==> src/inc/cdc_pkg.sv <==
`default_nettype none
package cdc_pkg;
	// register map
	localparam logic [3:0] CTRL_OFFSET = 4'h0;
	localparam logic [3:0] STATUS_OFFSET = 4'h4;
	// field positions of the control register
	localparam int RECOVER_BIT = 15;
	localparam int RATIO_LSB = 12;
	localparam int ENABLE_BIT = 11;
	localparam int RCPOST_LSB = 8;
	localparam int OUTDIV_LSB = 6;
	localparam int PRESCALE_LSB = 0;
	// values after reset, the reserved output divider code and the no-reduction ratio code
	localparam logic [15:0] CTRL_RESET = 16'h3040;
	localparam logic [2:0] RATIO_RESET = 3'h3;
	localparam logic [1:0] OUTDIV_RESET = 2'h1;
	localparam logic [1:0] OUTDIV_RESERVED = 2'h2;
	localparam logic [2:0] RATIO_NONE = 3'h0;
	// counter width of the processor tick divider
	localparam int RATIO_CNT_W = 7;

	typedef struct packed {
		logic interrupt_recovery;
		logic [2:0] cpu_clock_reduction_ratio;
		logic reduce_ratio_enable;
		logic [2:0] rc_osc_postscale;
		logic [1:0] pll_output_divider;
		logic unused_bit5;
		logic [4:0] pll_input_prescaler;
	} cdc_ctrl_type;
endpackage : cdc_pkg
`default_nettype wire

==> src/hw/cdc_cpu_tick.sv <==
`timescale 1ns/1ps
`default_nettype none
// issues one processor-clock tick per 2**ratio peripheral-clock cycles
module cdc_cpu_tick #(
	parameter int CNT_W = 7
) (
	input wire logic clk_i, // system clock
	input wire logic rst_i, // async reset, high
	input wire logic enable_i, // reduction active
	input wire logic [2:0] ratio_i, // exponent of the division
	output logic tick_o // one cycle per processor clock
);
	// ratio 7 needs a count up to 127
	if (CNT_W < 7) begin : g_bad_width
		$error("counter too narrow for ratio 128");
	end
	logic [CNT_W-1:0] count;
	logic [CNT_W-1:0] next_count;
	logic [CNT_W-1:0] limit;

	always_comb begin
		limit = CNT_W'((1 << ratio_i) - 1);
		next_count = '0;
		if (enable_i && count < limit) begin
			next_count = count + CNT_W'(1);
		end
	end

	always_ff @(posedge clk_i or posedge rst_i) begin
		if (rst_i) begin
			count <= '0;
		end else begin
			count <= next_count;
		end
	end

	// equal rates when reduction off
	assign tick_o = !enable_i || count == limit;
endmodule : cdc_cpu_tick
`default_nettype wire

==> src/hw/cdc_clock_divisor.sv <==
`timescale 1ns/1ps
`default_nettype none
// How it works
// - with recovery set, any interrupt clears the reduce-ratio enable.
// - software cannot set the enable in a write that leaves the ratio field at 000.
// - ratio field writes are dropped while the enable is set.
// - the ratio field at bits 14-12 divides the processor clock by 2**code, reset code 3 (8).
// - the output divider at bits 7-6 resets to divide-by-4 and code 10 is refused.
module cdc_clock_divisor (
	input wire logic clk_i, // system clock
	input wire logic rst_i, // async reset, high
	input wire logic [31:0] s_axi_awaddr, // write address
	input wire logic s_axi_awvalid, // write address valid
	output logic s_axi_awready, // write address ready
	input wire logic [31:0] s_axi_wdata, // write data
	input wire logic [3:0] s_axi_wstrb, // byte strobes
	input wire logic s_axi_wvalid, // write data valid
	output logic s_axi_wready, // write data ready
	output logic [1:0] s_axi_bresp, // write response
	output logic s_axi_bvalid, // write response valid
	input wire logic s_axi_bready, // write response ready
	input wire logic [31:0] s_axi_araddr, // read address
	input wire logic s_axi_arvalid, // read address valid
	output logic s_axi_arready, // read address ready
	output logic [31:0] s_axi_rdata, // read data
	output logic [1:0] s_axi_rresp, // read response
	output logic s_axi_rvalid, // read data valid
	input wire logic s_axi_rready, // read data ready
	input wire logic irq_event_i, // any interrupt, same clock
	output logic cpu_tick_o, // processor clock enable tick
	output logic [2:0] rc_postscale_o, // rc oscillator postscaler code
	output logic [1:0] pll_post_o, // pll output divider code
	output logic [4:0] pll_pre_o // pll input prescaler code
);
	cdc_pkg::cdc_ctrl_type ctrl;
	cdc_pkg::cdc_ctrl_type next_ctrl;
	logic aw_held, w_held, next_aw_held, next_w_held;
	logic [3:0] aw_addr, next_aw_addr;
	logic [31:0] w_data, next_w_data;
	logic [3:0] w_strb, next_w_strb;
	logic next_bvalid, next_rvalid;
	logic [1:0] next_bresp, next_rresp;
	logic [31:0] next_rdata;
	logic do_write, wr_ctrl;
	logic [15:0] wr_val;
	logic tick;

	////////////////////////////////////////////////////////////////////////
	// bus slave
	assign s_axi_awready = !aw_held && !s_axi_bvalid;
	assign s_axi_wready = !w_held && !s_axi_bvalid;
	assign s_axi_arready = !s_axi_rvalid;

	always_comb begin
		next_aw_held = aw_held;
		next_w_held = w_held;
		next_aw_addr = aw_addr;
		next_w_data = w_data;
		next_w_strb = w_strb;
		if (s_axi_awvalid && s_axi_awready) begin
			next_aw_held = 1'b1;
			next_aw_addr = s_axi_awaddr[3:0];
		end
		if (s_axi_wvalid && s_axi_wready) begin
			next_w_held = 1'b1;
			next_w_data = s_axi_wdata;
			next_w_strb = s_axi_wstrb;
		end
		do_write = next_aw_held && next_w_held && !s_axi_bvalid;
		if (do_write) begin
			next_aw_held = 1'b0;
			next_w_held = 1'b0;
		end
		next_bvalid = s_axi_bvalid && !s_axi_bready;
		next_bresp = s_axi_bresp;
		wr_ctrl = 1'b0;
		if (do_write) begin
			next_bvalid = 1'b1;
			wr_ctrl = next_aw_addr == cdc_pkg::CTRL_OFFSET;
			next_bresp = (wr_ctrl || next_aw_addr == cdc_pkg::STATUS_OFFSET) ? 2'h0 : 2'h2;
		end
		next_rvalid = s_axi_rvalid && !s_axi_rready;
		next_rdata = s_axi_rdata;
		next_rresp = s_axi_rresp;
		if (s_axi_arvalid && s_axi_arready) begin
			next_rvalid = 1'b1;
			next_rresp = 2'h0;
			unique case (s_axi_araddr[3:0])
				cdc_pkg::CTRL_OFFSET: next_rdata = {16'h0000, ctrl};
				cdc_pkg::STATUS_OFFSET: next_rdata = {31'h0000_0000, tick};
				default: begin
					next_rdata = 32'h0000_0000;
					next_rresp = 2'h2;
				end
			endcase
		end
	end

	////////////////////////////////////////////////////////////////////////
	// control register
	always_comb begin
		wr_val[7:0] = next_w_strb[0] ? next_w_data[7:0] : ctrl[7:0];
		wr_val[15:8] = next_w_strb[1] ? next_w_data[15:8] : ctrl[15:8];
		next_ctrl = ctrl;
		if (wr_ctrl) begin
			next_ctrl = wr_val;
			next_ctrl.unused_bit5 = 1'b0;
			// ratio frozen while reduction on
			if (ctrl.reduce_ratio_enable) begin
				next_ctrl.cpu_clock_reduction_ratio = ctrl.cpu_clock_reduction_ratio;
			end
			// enable cannot rise with ratio 000
			if (next_ctrl.cpu_clock_reduction_ratio == cdc_pkg::RATIO_NONE
					&& !ctrl.reduce_ratio_enable) begin
				next_ctrl.reduce_ratio_enable = 1'b0;
			end
			if (wr_val[cdc_pkg::OUTDIV_LSB +: 2] == cdc_pkg::OUTDIV_RESERVED) begin
				next_ctrl.pll_output_divider = ctrl.pll_output_divider;
			end
		end
		// interrupt wins over software
		if (ctrl.interrupt_recovery && irq_event_i) begin
			next_ctrl.reduce_ratio_enable = 1'b0;
		end
	end

	always_ff @(posedge clk_i or posedge rst_i) begin
		if (rst_i) begin
			ctrl <= cdc_pkg::CTRL_RESET;
			aw_held <= 1'b0;
			w_held <= 1'b0;
			aw_addr <= 4'h0;
			w_data <= 32'h0000_0000;
			w_strb <= 4'h0;
			s_axi_bvalid <= 1'b0;
			s_axi_bresp <= 2'h0;
			s_axi_rvalid <= 1'b0;
			s_axi_rdata <= 32'h0000_0000;
			s_axi_rresp <= 2'h0;
		end else begin
			ctrl <= next_ctrl;
			aw_held <= next_aw_held;
			w_held <= next_w_held;
			aw_addr <= next_aw_addr;
			w_data <= next_w_data;
			w_strb <= next_w_strb;
			s_axi_bvalid <= next_bvalid;
			s_axi_bresp <= next_bresp;
			s_axi_rvalid <= next_rvalid;
			s_axi_rdata <= next_rdata;
			s_axi_rresp <= next_rresp;
		end
	end

	////////////////////////////////////////////////////////////////////////
	// processor clock divider
	cdc_cpu_tick #(.CNT_W(cdc_pkg::RATIO_CNT_W)) u_tick (
		.clk_i(clk_i),
		.rst_i(rst_i),
		.enable_i(ctrl.reduce_ratio_enable),
		.ratio_i(ctrl.cpu_clock_reduction_ratio),
		.tick_o(tick)
	);

	assign cpu_tick_o = tick;
	assign rc_postscale_o = ctrl.rc_osc_postscale;
	assign pll_post_o = ctrl.pll_output_divider;
	assign pll_pre_o = ctrl.pll_input_prescaler;

	////////////////////////////////////////////////////////////////////////
	// checks
	irq_recovery_a: assert property (@(posedge clk_i) disable iff (rst_i)
		ctrl.interrupt_recovery && irq_event_i |=> !ctrl.reduce_ratio_enable)
		else $error("enable survived a recovering interrupt");
	irq_quiet_a: assert property (@(posedge clk_i) disable iff (rst_i)
		!ctrl.interrupt_recovery && !wr_ctrl |=> $stable(ctrl.reduce_ratio_enable))
		else $error("enable moved without write or recovery");
	zero_ratio_a: assert property (@(posedge clk_i) disable iff (rst_i)
		ctrl.reduce_ratio_enable |-> ctrl.cpu_clock_reduction_ratio != 3'h0)
		else $error("enable set with ratio zero");
	zero_block_a: assert property (@(posedge clk_i) disable iff (rst_i)
		wr_ctrl && !ctrl.reduce_ratio_enable
		&& wr_val[cdc_pkg::RATIO_LSB +: 3] == cdc_pkg::RATIO_NONE
		|=> !ctrl.reduce_ratio_enable)
		else $error("enable rose with ratio zero");
	ratio_frozen_a: assert property (@(posedge clk_i) disable iff (rst_i)
		ctrl.reduce_ratio_enable |=> $stable(ctrl.cpu_clock_reduction_ratio))
		else $error("ratio changed while enabled");
	ratio_taken_a: assert property (@(posedge clk_i) disable iff (rst_i)
		wr_ctrl && !ctrl.reduce_ratio_enable
		|=> ctrl.cpu_clock_reduction_ratio == $past(wr_val[cdc_pkg::RATIO_LSB +: 3]))
		else $error("ratio write lost while disabled");
	no_reserved_a: assert property (@(posedge clk_i) disable iff (rst_i)
		ctrl.pll_output_divider != 2'h2)
		else $error("reserved output divider held");
	outdiv_keep_a: assert property (@(posedge clk_i) disable iff (rst_i)
		wr_ctrl && wr_val[cdc_pkg::OUTDIV_LSB +: 2] == cdc_pkg::OUTDIV_RESERVED
		|=> $stable(ctrl.pll_output_divider))
		else $error("reserved output divider taken");
	full_rate_a: assert property (@(posedge clk_i) disable iff (rst_i)
		!ctrl.reduce_ratio_enable |-> tick)
		else $error("tick missing at full rate");
	div_two_a: assert property (@(posedge clk_i) disable iff (rst_i)
		ctrl.reduce_ratio_enable && ctrl.cpu_clock_reduction_ratio == 3'h1 && tick
		##1 ctrl.reduce_ratio_enable && $stable(ctrl.cpu_clock_reduction_ratio)
		|-> !tick ##1 tick)
		else $error("divide by two wrong spacing");
	// ratio is never zero while enabled, so ticks never touch
	tick_gap_a: assert property (@(posedge clk_i) disable iff (rst_i)
		ctrl.reduce_ratio_enable && tick ##1 ctrl.reduce_ratio_enable |-> !tick)
		else $error("back to back ticks while reduced");

	// bus answers
	write_answer_a: assert property (@(posedge clk_i) disable iff (rst_i)
		do_write |=> s_axi_bvalid)
		else $error("write response missing");
	read_answer_a: assert property (@(posedge clk_i) disable iff (rst_i)
		s_axi_arvalid && s_axi_arready |=> s_axi_rvalid)
		else $error("read response missing");
	bresp_pair_a: assert property (@(posedge clk_i) disable iff (rst_i)
		s_axi_bvalid && !s_axi_bready |=> s_axi_bvalid && $stable(s_axi_bresp))
		else $error("write response dropped");
	rdata_hold_a: assert property (@(posedge clk_i) disable iff (rst_i)
		s_axi_rvalid && !s_axi_rready |=> s_axi_rvalid && $stable(s_axi_rdata))
		else $error("read data dropped");
endmodule : cdc_clock_divisor
`default_nettype wire

==> config.mk <==
export PLATFORM = sky130hd
export DESIGN_NAME = cdc_clock_divisor
export DESIGN_NICKNAME = d
export VERILOG_FILES = /design/src/inc/cdc_pkg.sv /design/src/hw/cdc_cpu_tick.sv /design/src/hw/cdc_clock_divisor.sv
export SDC_FILE = /design/constraint.sdc
export NUM_CORES = 1
export LEC_CHECK = 0
export ABC_AREA = 1
export BUFFER_PORTS_ARGS = -buffer_cell sky130_fd_sc_hd__clkbuf_2
export CAP_MARGIN = 20
export CELL_PAD_IN_SITES_DETAIL_PLACEMENT = 2
export CELL_PAD_IN_SITES_GLOBAL_PLACEMENT = 2
export CORE_ASPECT_RATIO = 0.9
export CORE_UTILIZATION = 28
export DETAILED_ROUTE_END_ITERATION = 8
export PLACE_DENSITY = 0.83
export REMOVE_ABC_BUFFERS = 1
export SETUP_SLACK_MARGIN = 0.15
export SYNTH_ARGS = -nofsm -noshare
export SYNTH_HDL_FRONTEND = slang
export SYNTH_SLANG_ARGS = --single-unit
==> constraint.sdc <==
create_clock -name clk_i -period 4.3 [get_ports clk_i]
set_input_delay 0 -clock clk_i [delete_from_list [all_inputs] [get_ports clk_i]]
set_output_delay 0 -clock clk_i [all_outputs]
set_load 0.1 [all_outputs]
==> qor.txt <==
Final Cycle Share: 68.2%
1st-iter DRT viols: 69
Worst hold endpoint: aw_addr[1]
Die footprint: 0.0121 mm^2
WP data arrival: 2930 ps
Largest area contributor in the netlist: dfrtp_1
Clk_skew: 7.47 ps
Area growth from synthesis to layout: 26.0%
Pwr per Cell Area: 770 mW/mm^2
PostCTS Resize Cnt: 0
Reg2Reg Depth: 12
Die Wd: 116 um
Initial antenna violation count: 0
Vias in the first global route: 2,782
Setup TNS: 0 ps
Post-route antenna net violation count: 0
Clk sinks: 64
Critical path capture point type: output pin
Core Util, Final: 36.2%
Hold Path Class: input pin to flip-flop
Drt via density: 4.39
Total power: 0.00317 W
CTS tree: done
Ys Warns: 0
Run status: completed
IO buf count: 65
Overall routed net length: 8430 um
Hpwl dp: 5700 um
Drt drc: 0
Initial DRT Pass Iterations: 4
Top Ports: 160
Wirelength per Cell: 14.3 um
Most area-consuming cells after synthesis: dfrtp_1 47%, nand2_1 8.7%, buf_4 6.7%
H-tree Lvls: 3
Worst setup path category: flip-flop to output pin
Synthesized instance count: 350
Mean area per synthesized cell: 9.34 um^2
Worst setup margin: 1370 ps
Post-synth EDFFs: 0
Global route overflow: 0
Nets: 547
Distinct cells, synth: 35
R2r setup slk: 1690 ps
Slowest stage delay, CP: 470 ps
Worst vdd ir: 0.368 mV
Max Fclk: 341 MHz
Number of synthesized register bits: 64
Initial core utilization: 28.7%
Worst skew pair latency: 330 ps
Clock transition at the registers of the reported paths: 60 ps
Max Cap Violations: 0
HP Start: s_axi_awaddr[1]
Max_slew headroom: 43.3%
N_diodes: 0
Gpl congestion: 0.709
Sw Share: 49.6%
Cell Rows: 37
TritonCTS buffer count: 9
Crit path buf inv count: 2
Dpl ws: 1690 ps
Static Leak: 2.13 nW
Syn Std Cell Area: 0.00327 mm^2
Layout fillers: 1,288
CP cell instances: inv_1, nand2_1, ha_1, o21ai_0, o21ai_0, ha_1, nand2_1, nor2_1, nand4_1, nand2_1, clkbuf_2
Core ar.: 0.0114 mm^2
Main synth FF type: dfrtp_1
Yosys top cell area share: 46.7%
Final Hold Fails: 0
Fraction of layout cells with a size suffix above 1: 26.2%
Tmin final: 2930 ps
Max Fanout on Critical Path: 7
Worst Setup Start Kind: flip-flop
GRT Total Usage: 15.1%
Top Family by Delay on Critical Path: buffers and inverters
Via count: 2,593
WP data required: 4300 ps
Combinational power share: 49.4%
Sequential share of the synthesized area: 49.1%
Worst path slowest cell: clkbuf_2
Pint: 0.00160 W
RSZ-0062 raised after global routing: false
Worst Tran Pin Value: 850 ps
Largest net degree at the start of global routing: 65
Min-Delay Path Depth: 4
Hold_ws: 6.47 ps
Clock Path Buffers: 2
Root Buffer Master: clkbuf_16
First-pass GRT wire length: 14,000 um
Die H: 105 um
FF-to-FF Start: ctrl[14]
Final max-slew violation count: 0
Clock group share of total power: 21.9%
CP dominant cell by count: nand2_1
Sw power: 0.00157 W
# setup viols final: 0
Sequential group share of total power: 28.7%
Reg-to-Reg End: u_tick.count[3]
Ys async rst share: 100%
-- sequential cells by signal, summed over array words and instances, names as in the netlist --
register	flops
s_axi_rdata	15
w_data	15
u_tick.count	7
ctrl	5
pll_pre_o	5
aw_addr	4
rc_postscale_o	3
pll_post_o	2
w_strb	2
aw_held	1
s_axi_bresp	1
s_axi_bvalid	1
s_axi_rresp	1
s_axi_rvalid	1
w_held	1
-- metal layers --
layer	up-vias	GRT usage (%)	part of all wire (%)
li1	1242	-	-
met1	1292	17.9	44
met2	51	26.3	52
met3	8	4.06	3.6
met4	0	4.12	0.77
met5	-	0	0
-- power groups by stage --
stage / logic [W] / clock network (W) / registers, W
final: 0.00157 / 0.000696 / 0.000911
after global routing: 0.00169 / 0.000743 / 0.000932
after CTS: 0.00157 / 0.000718 / 0.000915
after detailed placement: 0.00154 / 0 / 0.000918
after global placement: 0.00149 / 0 / 0.000906
after floorplan: 0.000787 / 0 / 0.00138
-- synth_stat cells, types with 3 or more instances --
master,instances
dfrtp_1,61
o21ai_0,17
nand3b_1,3
inv_1,42
ha_1,9
a21oi_1,7
nand2_1,76
nor2_1,14
nand2_2,5
xor2_1,3
mux2_4,8
o31ai_1,15
inv_2,3
buf_4,29
o21ai_1,9
clkbuf_1,3
nor2_4,4
dfstp_2,3
nand3_1,17
-- worst max path at each step --
| stage | startpoint | endpoint | depth (start not counted) |
|---|---|---|---|
| final | ctrl[14] | cpu_tick_o | 11 |
| after detailed placement | ctrl[14] | u_tick.count[3] | 12 |
| after global placement | ctrl[13] | cpu_tick_o | 12 |
| after global routing | ctrl[14] | cpu_tick_o | 12 |
| after CTS | ctrl[14] | cpu_tick_o | 11 |
| after floorplan | s_axi_rvalid | s_axi_rresp[1] | 3 |
-- worst register-to-register path, cell delays in order, from the launching register on --
cell       delay, ps
dfrtp_1          440
inv_1            250
nand2_1          150
ha_1             240
o21ai_0          160
o31ai_1          120
o21ai_0          110
ha_1             270
nand2_1          100
nor2_1            70
nand2_1           70
o2111ai_1        280
nor3b_1          280
-- final cells by class --
class	count	area, um^2	share of cell area, %
sequential	64	1610	39.0
inverter	45	169	4.10
tap	156	195	4.74
timing repair buffer	87	561	13.6
multi-input combinational	223	1300	31.6
clock inverter	2	12.5	0.304
clock buffer	14	274	6.65
-- cells by family after synthesis --
group	share of synthesized area, %
buffers and inverters	13.1
flip-flops	49.1
multiplexers	4.36
AND/OR/NAND/NOR	19.1
AO/OA/AOI/OAI	9.76
adder cells (fa/ha/maj)	3.44
XOR/XNOR	1.07
other	0.115
-- repair_timing --
item | in CTS | in global routing
hold endpoints to repair | 80 | 0
setup buffers | 0 | 0
hold buffers | 20 | 0
-- metrics by stage --
| step | cells | instance area (um^2) |
|---|---|---|
| after floorplan | 332 | 3080 |
| after global placement | 554 | 3610 |
| after detailed placement | 554 | 3610 |
| after CTS | 590 | 4090 |
| after global routing | 591 | 4120 |
| final | 591 | 4120 |
-- layout by cell type, fill, tap and decap left out, types with 3 or more instances in the layout --
cell type / instances
nand3_1: 17
dfstp_2: 3
o21ai_0: 17
dfrtp_1: 61
nor2_1: 14
ha_1: 9
nand3b_1: 3
conb_1: 19
clkbuf_16: 9
o21ai_1: 9
a21oi_1: 7
clkbuf_2: 65
nor2_4: 4
nand2_2: 5
inv_1: 41
clkbuf_8: 3
inv_2: 4
nand2_1: 76
xor2_1: 3
dlygate4sd3_1: 20
mux2_4: 8
o31ai_1: 15
No activity file was read; power rests on OpenSTA's default activity.
